[src/design/bridge_txn_pkg.sv]
// shared encodings and constants for the bridge transaction core
package bridge_txn_pkg;

  // pci bus command codes
  localparam logic [3:0] PCI_INT_ACK   = 4'h0;
  localparam logic [3:0] PCI_SPECIAL   = 4'h1;
  localparam logic [3:0] PCI_IO_RD     = 4'h2;
  localparam logic [3:0] PCI_IO_WR     = 4'h3;
  localparam logic [3:0] PCI_MEM_RD    = 4'h6;
  localparam logic [3:0] PCI_MEM_WR    = 4'h7;
  localparam logic [3:0] PCI_CFG_RD    = 4'ha;
  localparam logic [3:0] PCI_CFG_WR    = 4'hb;
  localparam logic [3:0] PCI_MEM_RD_MUL = 4'hc;
  localparam logic [3:0] PCI_DUAL_ADDR = 4'hd;
  localparam logic [3:0] PCI_MEM_RD_LN = 4'he;
  localparam logic [3:0] PCI_MEM_WR_INV = 4'hf;

  // tlp kinds, coded locally
  typedef enum logic [3:0] {
    TLP_MRD    = 4'h0,
    TLP_MRDLK  = 4'h1,
    TLP_MWR    = 4'h2,
    TLP_IORD   = 4'h3,
    TLP_IOWR   = 4'h4,
    TLP_CFGRD0 = 4'h5,
    TLP_CFGWR0 = 4'h6,
    TLP_CFGRD1 = 4'h7,
    TLP_CFGWR1 = 4'h8,
    TLP_MSG    = 4'h9,
    TLP_MSGD   = 4'ha,
    TLP_CPL    = 4'hb,
    TLP_CPLD   = 4'hc,
    TLP_CPLLK  = 4'hd,
    TLP_CPLDLK = 4'he,
    TLP_NONE   = 4'hf
  } tlp_kind_e;

  // pcie message codes
  localparam logic [7:0] MSG_UNLOCK     = 8'h00;
  localparam logic [7:0] MSG_PME        = 8'h18;
  localparam logic [7:0] MSG_ASSERT_INT = 8'h20;
  localparam logic [7:0] MSG_DEASRT_INT = 8'h24;
  localparam logic [5:0] MSG_INTX_HI    = 6'h08;
  localparam logic [5:0] MSG_ERR_HI     = 6'h0c;
  localparam logic [3:0] MSG_IGNORE_HI  = 4'h4;
  localparam logic [7:0] MSG_SLOT_PWR   = 8'h50;
  localparam logic [7:0] MSG_VENDOR_T0  = 8'h7e;
  localparam logic [7:0] MSG_VENDOR_T1  = 8'h7f;

  // slot power payload layout
  localparam int SLOT_VAL_LSB   = 0;
  localparam int SLOT_VAL_W     = 8;
  localparam int SLOT_SCALE_LSB = 8;
  localparam int SLOT_SCALE_W   = 2;

  // what happens to a received tlp
  typedef enum logic [2:0] {
    RX_ACCEPT    = 3'h0,
    RX_UR        = 3'h1,
    RX_MALFORMED = 3'h2,
    RX_DROP      = 3'h3,
    RX_IGNORE    = 3'h4,
    RX_CONSUME   = 3'h5
  } rx_disp_e;

  // answer to a pci target access
  typedef enum logic [1:0] {
    TGT_NONE   = 2'h0,
    TGT_CLAIM  = 2'h1,
    TGT_RETRY  = 2'h2,
    TGT_MABORT = 2'h3
  } tgt_resp_e;

  typedef enum logic [1:0] {
    LK_IDLE   = 2'b00,
    LK_DRAIN  = 2'b01,
    LK_TARGET = 2'b10,
    LK_FULL   = 2'b11
  } lock_state_e;

  localparam int INT_LINES = 4;

endpackage : bridge_txn_pkg

[src/design/bridge_txn_order_lock.sv]
// transaction filter, ordering selector, message generator and lock machine
// What this block does
// - master issues only listed pci commands
// - target claims only io and memory commands
// - pcie receive accepts listed tlps, no vendor msgd
// - pcie transmit never mrdlk, config or msgd
// - legacy interrupt edges become assert/deassert messages
// - power event input becomes pme message
// - slot power message loads scale and value
// - device id messages master-aborted, never forwarded
// - vendor type1 msg dropped, type1 msgd and type0 unsupported request
// - ignored no effect, error ur, intx malformed
// - posted never passes earlier posted
// - read completion passes posted only if relaxed
// - nonposted and non-relaxed completions never pass earlier posted
// - upstream traffic ignores pci lock line
// - lock needs mrdlk, lock line, target trdy
// - target-lock on mrdlk, full on success, unlock msg
// - locked read waits for earlier requests done
// - target-lock answers every received tlp ur except unlock msg, cpl and cpld
// - full-lock retries upstream, non-memory downstream ur
// - locked holds upstream queue and messages, completions pass
// - once locked every downstream cycle drives lock line
// - initial abort no lock plus error completion
`timescale 1ns/1ps
module bridge_txn_order_lock
  import bridge_txn_pkg::*;
(
  input  wire logic                 clk,
  input  wire logic                 srst,
  // pcie receive descriptor
  input  wire logic                 rx_valid,
  input  wire tlp_kind_e            rx_kind,
  input  wire logic [7:0]           rx_msg_code,
  input  wire logic [15:0]          rx_payload,
  output logic                      rx_done,
  output rx_disp_e                  rx_disp,
  // pcie transmit request filter
  input  wire logic                 tx_valid,
  input  wire tlp_kind_e            tx_kind,
  output logic                      tx_grant,
  output logic                      tx_refused,
  // pci target side
  input  wire logic                 tgt_valid,
  input  wire logic [3:0]           tgt_cmd,
  input  wire logic                 tgt_devid_msg,
  output logic                      tgt_done,
  output tgt_resp_e                 tgt_resp,
  // pci master side
  input  wire logic                 mst_valid,
  input  wire logic [3:0]           mst_cmd,
  output logic                      mst_go,
  output logic                      mst_refused,
  // ordering selector heads
  input  wire logic                 p_valid,
  input  wire logic                 np_valid,
  input  wire logic                 np_behind_p,
  input  wire logic                 cpl_valid,
  input  wire logic                 cpl_is_read,
  input  wire logic                 cpl_ro,
  input  wire logic                 cpl_behind_p,
  output logic                      p_pop,
  output logic                      np_pop,
  output logic                      cpl_pop,
  // lock sequence
  input  wire logic                 dn_prior_done,
  input  wire logic                 lk_rd_end,
  input  wire logic                 lk_rd_trdy,
  input  wire logic                 lk_rd_abort,
  output logic                      lk_rd_start,
  output logic                      lk_err_cpl,
  output logic                      up_hold,
  output lock_state_e               lock_state,
  input  wire logic                 bus_lock_line_n_i,
  output logic                      bus_lock_line_n_o,
  output logic                      bus_lock_line_oe,
  input  wire logic                 dn_cycle_active,
  // interrupt and power event inputs, active low
  input  wire logic [INT_LINES-1:0] int_line_n,
  input  wire logic                 pm_event_input_n,
  // outgoing message request
  output logic                      msg_valid,
  output logic [7:0]                msg_code,
  input  wire logic                 msg_ready,
  // device capability fields
  output logic [SLOT_SCALE_W-1:0]   slot_pwr_scale,
  output logic [SLOT_VAL_W-1:0]     slot_pwr_value
);

  lock_state_e              lock_r;
  lock_state_e              lock_nxt;
  logic [INT_LINES-1:0]     int_prev_r;
  logic [INT_LINES-1:0]     asrt_pend_r;
  logic [INT_LINES-1:0]     dasrt_pend_r;
  logic                     pme_prev_r;
  logic                     pme_pend_r;
  logic [1:0]               rr_r;
  logic                     rd_issued_r;
  logic                     is_mem_rx;
  logic                     msg_pick_int;
  logic [1:0]               pick_line;
  logic                     pick_asrt;
  logic                     pick_found;
  rx_disp_e                 disp_c;

  assign lock_state = lock_r;

  ////////////////////////////////////////////////////////////////////////
  // pcie receive classification

  assign is_mem_rx = (rx_kind == TLP_MRD) || (rx_kind == TLP_MWR) ||
                     (rx_kind == TLP_MRDLK);

  always_comb begin
    disp_c = RX_ACCEPT;
    case (rx_kind)
      TLP_CPLLK, TLP_CPLDLK, TLP_NONE: disp_c = RX_MALFORMED;
      TLP_MSG, TLP_MSGD: begin
        if (rx_msg_code == MSG_VENDOR_T1) begin
          disp_c = (rx_kind == TLP_MSGD) ? RX_UR : RX_DROP;
        end else if (rx_msg_code == MSG_VENDOR_T0) begin
          disp_c = RX_UR;
        end else if (rx_msg_code[7:2] == MSG_ERR_HI) begin
          disp_c = RX_UR;
        end else if (rx_msg_code[7:3] == MSG_INTX_HI[5:1]) begin
          disp_c = RX_MALFORMED;
        end else if (rx_msg_code[7:4] == MSG_IGNORE_HI) begin
          disp_c = RX_IGNORE;
        end else if (rx_msg_code == MSG_SLOT_PWR || rx_msg_code == MSG_UNLOCK) begin
          disp_c = RX_CONSUME;
        end else begin
          disp_c = RX_ACCEPT;
        end
      end
      default: disp_c = RX_ACCEPT;
    endcase
    // unlock must always get through, otherwise a lock could never end
    if (!(rx_kind == TLP_MSG && rx_msg_code == MSG_UNLOCK) &&
        !(rx_kind == TLP_CPL || rx_kind == TLP_CPLD)) begin
      if (lock_r == LK_TARGET || lock_r == LK_DRAIN) begin
        disp_c = RX_UR;
      end else if (lock_r == LK_FULL && !is_mem_rx) begin
        disp_c = RX_UR;
      end
    end
  end

  always_ff @(posedge clk) begin
    if (srst) begin
      rx_done <= 1'b0;
      rx_disp <= RX_ACCEPT;
    end else begin
      rx_done <= rx_valid;
      if (rx_valid) begin
        rx_disp <= disp_c;
      end
    end
  end

  always_ff @(posedge clk) begin
    if (srst) begin
      slot_pwr_scale <= '0;
      slot_pwr_value <= '0;
    end else if (rx_valid && disp_c == RX_CONSUME && rx_msg_code == MSG_SLOT_PWR) begin
      slot_pwr_scale <= rx_payload[SLOT_SCALE_LSB +: SLOT_SCALE_W];
      slot_pwr_value <= rx_payload[SLOT_VAL_LSB +: SLOT_VAL_W];
    end
  end

  ////////////////////////////////////////////////////////////////////////
  // pcie transmit filter

  always_comb begin
    tx_grant   = 1'b0;
    tx_refused = 1'b0;
    if (tx_valid) begin
      case (tx_kind)
        TLP_MRD, TLP_MWR, TLP_IORD, TLP_IOWR, TLP_MSG: begin
          tx_grant   = !up_hold;
          tx_refused = 1'b0;
        end
        TLP_CPL, TLP_CPLD, TLP_CPLLK, TLP_CPLDLK: tx_grant = 1'b1;
        default: tx_refused = 1'b1;
      endcase
    end
  end

  ////////////////////////////////////////////////////////////////////////
  // pci target and master command checks

  always_ff @(posedge clk) begin
    if (srst) begin
      tgt_done <= 1'b0;
      tgt_resp <= TGT_NONE;
    end else begin
      tgt_done <= tgt_valid;
      if (tgt_valid) begin
        // the pci lock line is never looked at here
        if (tgt_devid_msg) begin
          tgt_resp <= TGT_MABORT;
        end else begin
          case (tgt_cmd)
            PCI_IO_RD, PCI_IO_WR, PCI_MEM_RD, PCI_MEM_WR, PCI_MEM_RD_MUL,
            PCI_DUAL_ADDR, PCI_MEM_RD_LN, PCI_MEM_WR_INV:
              tgt_resp <= (lock_r == LK_FULL) ? TGT_RETRY : TGT_CLAIM;
            default: tgt_resp <= TGT_NONE;
          endcase
        end
      end else begin
        tgt_resp <= TGT_NONE;
      end
    end
  end

  always_comb begin
    mst_go      = 1'b0;
    mst_refused = 1'b0;
    if (mst_valid) begin
      case (mst_cmd)
        PCI_SPECIAL, PCI_IO_RD, PCI_IO_WR, PCI_MEM_RD, PCI_MEM_WR, PCI_CFG_RD,
        PCI_CFG_WR, PCI_MEM_RD_MUL, PCI_DUAL_ADDR, PCI_MEM_RD_LN,
        PCI_MEM_WR_INV: mst_go = 1'b1;
        default: mst_refused = 1'b1;
      endcase
    end
  end

  ////////////////////////////////////////////////////////////////////////
  // ordering selector: one pop per cycle, posted stream is strictly fifo

  always_comb begin
    p_pop   = 1'b0;
    np_pop  = 1'b0;
    cpl_pop = 1'b0;
    if (cpl_valid && (!cpl_behind_p || !p_valid ||
                      (cpl_is_read && cpl_ro))) begin
      cpl_pop = 1'b1;
    end else if (np_valid && (!np_behind_p || !p_valid)) begin
      np_pop = 1'b1;
    end else if (p_valid) begin
      p_pop = 1'b1;
    end
  end

  ////////////////////////////////////////////////////////////////////////
  // lock machine

  always_comb begin
    lock_nxt = lock_r;
    case (lock_r)
      LK_IDLE: begin
        if (rx_valid && rx_kind == TLP_MRDLK) begin
          lock_nxt = LK_DRAIN;
        end
      end
      LK_DRAIN: begin
        if (dn_prior_done) begin
          lock_nxt = LK_TARGET;
        end
      end
      LK_TARGET: begin
        if (lk_rd_end && lk_rd_abort) begin
          lock_nxt = LK_IDLE;
        end else if (lk_rd_end && lk_rd_trdy && !bus_lock_line_n_o) begin
          lock_nxt = LK_FULL;
        end
      end
      LK_FULL: begin
        // later aborts leave the lock in place
        if (rx_valid && rx_kind == TLP_MSG && rx_msg_code == MSG_UNLOCK) begin
          lock_nxt = LK_IDLE;
        end
      end
      default: lock_nxt = LK_IDLE;
    endcase
  end

  always_ff @(posedge clk) begin
    if (srst) begin
      lock_r <= LK_IDLE;
    end else begin
      lock_r <= lock_nxt;
    end
  end

  always_ff @(posedge clk) begin
    if (srst) begin
      rd_issued_r <= 1'b0;
      lk_rd_start <= 1'b0;
      lk_err_cpl  <= 1'b0;
    end else begin
      lk_rd_start <= (lock_r == LK_DRAIN) && dn_prior_done;
      rd_issued_r <= (lock_nxt == LK_TARGET);
      lk_err_cpl  <= (lock_r == LK_TARGET) && lk_rd_end && lk_rd_abort;
    end
  end

  // lock line is driven low during the locked read and during downstream cycles of full lock
  always_comb begin
    bus_lock_line_oe  = 1'b0;
    bus_lock_line_n_o = 1'b1;
    if ((lock_r == LK_TARGET && rd_issued_r) ||
        (lock_r == LK_FULL && dn_cycle_active)) begin
      bus_lock_line_oe  = 1'b1;
      bus_lock_line_n_o = 1'b0;
    end
  end

  assign up_hold = (lock_r == LK_FULL);

  ////////////////////////////////////////////////////////////////////////
  // interrupt and power event messages

  always_ff @(posedge clk) begin
    if (srst) begin
      int_prev_r   <= '1;
      pme_prev_r   <= 1'b1;
      asrt_pend_r  <= '0;
      dasrt_pend_r <= '0;
      pme_pend_r   <= 1'b0;
    end else begin
      int_prev_r <= int_line_n;
      pme_prev_r <= pm_event_input_n;
      for (int i = 0; i < INT_LINES; i++) begin
        // a new edge wins over the clear of the sent flag
        if (msg_valid && msg_ready && msg_pick_int && pick_line == i[1:0]) begin
          if (pick_asrt) begin
            asrt_pend_r[i] <= 1'b0;
          end else begin
            dasrt_pend_r[i] <= 1'b0;
          end
        end
        if (int_prev_r[i] && !int_line_n[i]) begin
          asrt_pend_r[i] <= 1'b1;
        end
        if (!int_prev_r[i] && int_line_n[i]) begin
          dasrt_pend_r[i] <= 1'b1;
        end
      end
      if (msg_valid && msg_ready && !msg_pick_int) begin
        pme_pend_r <= 1'b0;
      end
      if (pme_prev_r && !pm_event_input_n) begin
        pme_pend_r <= 1'b1;
      end
    end
  end

  // round robin over lines; an assert always goes before its deassert
  always_comb begin
    pick_found = 1'b0;
    pick_line  = rr_r;
    pick_asrt  = 1'b0;
    for (int k = 0; k < INT_LINES; k++) begin
      if (!pick_found && (asrt_pend_r[2'(rr_r + k)] || dasrt_pend_r[2'(rr_r + k)])) begin
        pick_found = 1'b1;
        pick_line  = 2'(rr_r + k);
        pick_asrt  = asrt_pend_r[2'(rr_r + k)];
      end
    end
  end

  assign msg_pick_int = pick_found;
  assign msg_valid    = (pick_found || pme_pend_r) && !up_hold;
  assign msg_code     = !pick_found ? MSG_PME :
                        pick_asrt ? (MSG_ASSERT_INT | {6'h00, pick_line}) :
                                    (MSG_DEASRT_INT | {6'h00, pick_line});

  always_ff @(posedge clk) begin
    if (srst) begin
      rr_r <= '0;
    end else if (msg_valid && msg_ready && pick_found) begin
      rr_r <= 2'(pick_line + 2'h1);
    end
  end

endmodule // bridge_txn_order_lock

[config.mk]
export PLATFORM = sky130hd
export DESIGN_NAME = bridge_txn_order_lock
export DESIGN_NICKNAME = d
export VERILOG_FILES = /design/src/design/bridge_txn_pkg.sv /design/src/design/bridge_txn_order_lock.sv
export SDC_FILE = /design/constraint.sdc
export NUM_CORES = 1
export LEC_CHECK = 0
export BUFFER_PORTS_ARGS = -buffer_cell sky130_fd_sc_hd__clkbuf_2
export CAP_MARGIN = 20
export CORE_ASPECT_RATIO = 1.2
export CORE_MARGIN = 2
export CORE_UTILIZATION = 53
export CTS_BUF_LIST = sky130_fd_sc_hd__clkbuf_8
export DETAILED_ROUTE_END_ITERATION = 10
export PLACE_DENSITY_LB_ADDON = 0.12
export SLEW_MARGIN = 5
export SYNTH_ARGS = -nofsm -noshare
export SYNTH_HDL_FRONTEND = slang
export SYNTH_SLANG_ARGS = --single-unit
[constraint.sdc]
create_clock -name clk -period 4.25 [get_ports clk]
set_clock_uncertainty 0.1 [all_clocks]
set_input_delay 0.2125 -clock clk [delete_from_list [all_inputs] [get_ports clk]]
set_output_delay 0.2125 -clock clk [all_outputs]
set_load 0.1 [all_outputs]
; ---- Yosys cells after proc, flatten, opt, wreduce, memory -nomap -nowiden
; Index checks and enable logic that the tools add are counted.
[word_totals]
ff_bits = 38
inputBits = 66
output_inout_bits = 40
elab_cells = 277
[op_classes]
add_sub_neg = 4
magnitude_cmp = 4
eq_ne = 54
n_mux = 85
bitwise = 1
reduce_logical = 107
[op_table]
columns = operator, count
row1 = "4-bit == test, second input constant", 22
row2 = 1-bit 2-to-1 mux, 51
row3 = 1-bit logical AND, 39
row4 = 3-bit 2-to-1 mux, 10
row5 = "4-bit by 2-bit == test with 1-bit output, second input constant", 7
row6 = 2-bit nonzero test, 13
row7 = "4-bit by 3-bit == test with 1-bit output, second input constant", 6
row8 = "8-bit by 7-bit == test with 1-bit output, second input constant", 3
row9 = 2-bit 2-to-1 mux, 12
row10 = 1-bit logical NOT, 20
row11 = 1-bit binary-select mux with 2-bit select, 8
row12 = 2-bit AND reduction, 8
row13 = 1-bit logical OR, 14
row14 = "2-bit by 3-bit less-than comparator with 1-bit output, second input constant", 4
row15 = 11-bit OR reduction, 1
row16 = "2-bit == test, second input constant", 5
row17 = 9-bit OR reduction, 1
row18 = "4-bit by 1-bit == test with 1-bit output, second input constant", 2
row19 = 4-bit logical NOT, 2
row20 = 8-bit logical NOT, 1
row21 = "2-bit by 1-bit inequality test with 1-bit output, second input constant", 4
row22 = 2-bit one-hot mux with 4 select lines, 1
row23 = 8-bit OR reduction, 1
row24 = "6-bit by 4-bit == test with 1-bit output, second input constant", 1
row25 = other kinds (14), 19

; ---- Logic depth before layout (Yosys ltp)
[logic_depth]
word_depth = 20
depth_mapped = 11
depth_no_buf = 9

; ---- Least setup slack after synthesis
; No wires, ideal clock.
[synth_timing]
path_type = register to output
startpoint = register lock_r[1], in the netlist lock_state[1]
endpoint = output bus_lock_line_oe
t_arrival_ps = 4472
required_ps = 3938
path_slack_ps = -534
path_stages_with_launch = 5
n_path_buf = 1
path_cell_list = dfxtp_1 > ha_1 > clkbuf_1 > a22oi_1 > inv_1
[synth_via]
elab_chain_len = 4
word_cells_on_any_way = 6
classes_between = 2 x eq/ne / 1 x mux / 3 x reduce/logical
[synth_lines]
columns = element, line
row1 = "start, declared", bridge_txn_order_lock.sv:90  ; lock_state_e lock_r;
row2 = "start signal, assigned", bridge_txn_order_lock.sv:282  ; lock_r <= lock_nxt;
row3 = 2-bit == test, -
row4 = net up_hold, bridge_txn_order_lock.sv:72  ; output logic up_hold,
row5 = 1-bit logical AND, bridge_txn_order_lock.sv:303  ; (lock_r == LK_FULL && dn_cycle_active)) begin
row6 = 1-bit logical OR, bridge_txn_order_lock.sv:302  ; if ((lock_r == LK_TARGET && rd_issued_r) ||
row7 = 1-bit 2-to-1 mux, bridge_txn_order_lock.sv:302
row8 = "end, declared", bridge_txn_order_lock.sv:76  ; output logic bus_lock_line_oe,
; The timed path passes the listed nets, and every way through them passes these cells.

; ---- Worst setup path after layout
[layout_timing]
startpoint = register rr_r[0]
endpoint = output msg_code[2]
[layout_via]
elab_chain_len = 15
word_cells_on_any_way = 39
classes_between = 3 x add/sub / 26 x mux / 10 x reduce/logical
[layout_lines]
columns = element, line
row1 = "start, declared", bridge_txn_order_lock.sv:97  ; logic [1:0] rr_r;
row2 = "start signal, assigned", bridge_txn_order_lock.sv:373  ; rr_r <= 2'(pick_line + 2'h1);
row3 = "parallel branches: the longest is 14 deep, another holds 2-bit by 1-bit adder with 2-bit output", -
row4 = 6-bit 2-to-1 mux (*), bridge_txn_order_lock.sv:365  ; assign msg_code = !pick_found ? MSG_PME :
row5 = "end, declared", bridge_txn_order_lock.sv:83  ; output logic [7:0] msg_code,
; Every way passes the cells marked *. The select of a mux whose other input is x is not followed.

==> impl_metrics.env <==
export IMPL_outcome="complete, no violations"
export IMPL_ys_warn_count=0
export IMPL_clock_root_buffer="clkbuf_8"
export IMPL_critPathLaunchType="flip-flop"
export IMPL_wire_per_inst_um=13.13
export IMPL_reg2reg_depth=9
export IMPL_postSynth_asyncResetShare_pct=0
export IMPL_globalplace_congestion=0.9035
export IMPL_hold_buffers=0
export IMPL_worst_ir_drop_vdd_mv=0.3947
export IMPL_cp_required_ps=3940
export IMPL_crit_type="flip-flop to output port"
export IMPL_drtPass1Iterations=4
export IMPL_diodes=0
export IMPL_p_per_area_nw_per_um2=695.8
export IMPL_die_x_um=66.02
export IMPL_endpoint_kind="output port"
export IMPL_setup_viol_count_final=0
export IMPL_syn_cell_area_sq_um=2446
export IMPL_critical_path_top_delay_family="flip-flops"
export IMPL_hold_viol=0
export IMPL_cts_setup_buffers=0
export IMPL_instances_no_fill=419
export IMPL_grt_pass1_vias=2173
export IMPL_row_count=27
export IMPL_crit_fanout=15
export IMPL_grt_max_degree=38
export IMPL_crit_slowest_cell="dfxtp_1"
export IMPL_drc=0
export IMPL_ant_nets=0
export IMPL_routed_via_density=5.501
export IMPL_path_buf_inv=1
export IMPL_fin_crit_ps=3264
export IMPL_cts_buffers=5
export IMPL_worstPathArrival_ps=2950
export IMPL_fin_nets=436
export IMPL_dp_hpwl_um=4375
export IMPL_holdCritStartpoint="int_line_n[3]"
export IMPL_clk_latency_ps=280
export IMPL_final_cell_mix="95 x clkbuf_2, 38 x dfxtp_1, 34 x nor2_1, 19 x a21oi_1, 13 x inv_1"
export IMPL_dpl_cell_area_sq_um=2904
export IMPL_rrSetupSlack_ps=1330
export IMPL_min_period_over_period_pct=76.81
export IMPL_track_usage_pct=22.71
export IMPL_routed_via_count=2305
export IMPL_start_util_pct=54.04
export IMPL_worstHoldEndpoint="int_prev_r[3]$_SDFF_PP1_"
export IMPL_syn_to_final_growth_pct=22.10
export IMPL_core_area_sq_um=4527
export IMPL_placed_cells=413
export IMPL_maxCapViolations=0
export IMPL_drt_iter0_drc=114
export IMPL_synth_seq_cells=38
export IMPL_slew_viol_final=0
export IMPL_ys_flop_type="dfxtp_1"
export IMPL_post_cts_resize_count=0
export IMPL_clkTransAtPathRegs_ps=70
export IMPL_tightestPinTransition_ps=699.2
export IMPL_routed_wl_um=5500
export IMPL_final_cell_area_sq_um=2987
export IMPL_cts_tree="built"
export IMPL_yosys_cell_types_count=59
export IMPL_rsz0062_at_grt="false"
export IMPL_antenna_found_initial=0
export IMPL_grt_pass1_wl_um=9363
export IMPL_regArea_sq_um=760.7
export IMPL_max_stage_delay_ps=730
export IMPL_whs_path_depth=3
export IMPL_fill_cells=426
export IMPL_setup_tns_final_ps=0
export IMPL_final_common_cell="clkbuf_2"
export IMPL_ios=106
export IMPL_syn_mean_instance_area_sq_um=8.799
export IMPL_crit_chain="mux4_2 > nor2b_4 > a211o_1 > a41oi_4 > clkbuf_2"
export IMPL_die_area_sq_um=5177
export IMPL_cts_max_level=2
export IMPL_io_buffers=95
export IMPL_r2r_end="asrt_pend_r[3]$_SDFFE_PP0P_"
export IMPL_synth_edf_count=0
export IMPL_cts_num_sinks=38
export IMPL_syn_inst=278
export IMPL_yosysSeqAreaShare_pct=31.10
export IMPL_slew_headroom_pct=53.38
export IMPL_overflow=0
export IMPL_chipHeight_um=78.42
export IMPL_cp_num_cells=5
export IMPL_drive_above_1_share_pct=34.90
export IMPL_hold_class="primary input to flip-flop"
export IMPL_clock_path_buffers=2
export IMPL_multi_input_area_sq_um=1543
export IMPL_reg2reg_from="rr_r[1]$_SDFFE_PP0P_"
export IMPL_hold_ws_ps=35.60
export IMPL_fmax_mhz=306.3
export IMPL_p_leak_nw=1.305
[registers in the layout, indices dropped and copies added, names as in the netlist, 2 cells and up]
signal / cells
slot_pwr_value: 8
asrt_pend_r: 4
dasrt_pend_r: 4
int_prev_r: 4
rx_disp: 3
lock_state: 2
rr_r: 2
slot_pwr_scale: 2
tgt_resp: 2
[Yosys cell counts (2+ instances only)]
library cell  number  area share, %
nor3_1             4           0.82
buf_2              4           0.82
nor3b_1            6            1.8
mux4_2             7            6.4
nor2b_1           11            2.8
nand3_1            5            1.0
nor2_1            34            5.2
o32ai_1            3            1.1
a31oi_1            4            1.0
mux2i_1           12            4.9
nor4b_1            3            1.1
a211oi_1           4            1.2
or2_2              3           0.77
a21oi_1           19            3.9
and3_1             3           0.77
nor2_4             2           0.92
o22ai_1            2           0.51
nand2b_1          11            2.8
clkbuf_1           9            1.4
a22oi_1            3           0.92
inv_1             13            2.0
o21ai_2            4            1.4
nand2_1           11            1.7
xor2_1             3            1.1
buf_4              4            1.2
o21a_1             3           0.92
or3_1              4            1.0
xnor2_1            2           0.72
nand4_1            3           0.77
o21ai_0            6            1.2
a311oi_1           4            1.4
dfxtp_1           38             31
ha_1               8            4.1
[through the flow]
stage	utilization, %	setup WS (ps)	power, mW
3_5_place_dp	64.15	1258	1.844
3_3_place_gp	64.15	1281	1.834
6_report	65.98	985.7	2.078
2_1_floorplan	-	453.8	1.653
4_1_cts	65.98	948.3	2.090
5_1_grt	65.98	819.3	2.196
[worst min-delay path: stages]
cell and delay [ps]:
clkbuf_2 80, nor2_1 40, inv_1 40
[metal layers]
metal	vias up	routed length, um	global-route usage [%]
li1	1161	-	-
met1	1086	2148	24.68
met2	50	3071	43.74
met5	-	0	0
met3	8	191	3.438
met4	0	88	7.347
[layout make-up]
cell class                      count  share of cell area, %
Multi-Input combinational cell    208                  51.65
Tap cell                           58                  2.430
Inverter                           14                  1.760
Clock buffer                        6                  2.765
Timing Repair Buffer               95                  15.92
Sequential cell                    38                  25.47
[cells by family after synthesis]
kind of cell,share of synthesized area [%]
compound gates,18.21
xor+xnor,1.791
fa+ha+maj,4.092
buf+inv,6.189
flops,31.10
mux,12.43
other cells,0.1533
simple gates,26.04
[how the worst max path moves through the flow]
stage,startpoint,endpoint,slack (ps)
final,rr_r[0]$_SDFFE_PP0P_,msg_code[2],990
after global routing,rr_r[1]$_SDFFE_PP0P_,msg_code[0],820
after global placement,rr_r[0]$_SDFFE_PP0P_,msg_code[2],1280
after detailed placement,rr_r[0]$_SDFFE_PP0P_,msg_code[2],1260
after CTS,rr_r[0]$_SDFFE_PP0P_,msg_code[2],950
after floorplan,lock_state[1]$_SDFF_PP0_,bus_lock_line_oe,450
[power by group]
part           switching (mW)  leakage [nW]  internal [mW]
Clock                   0.112        0.0431          0.125
Sequential             0.0713         0.311          0.395
Combinational           0.989         0.951          0.386
Total                    1.17          1.31          0.906
No activity file was read; power rests on OpenSTA's default activity.
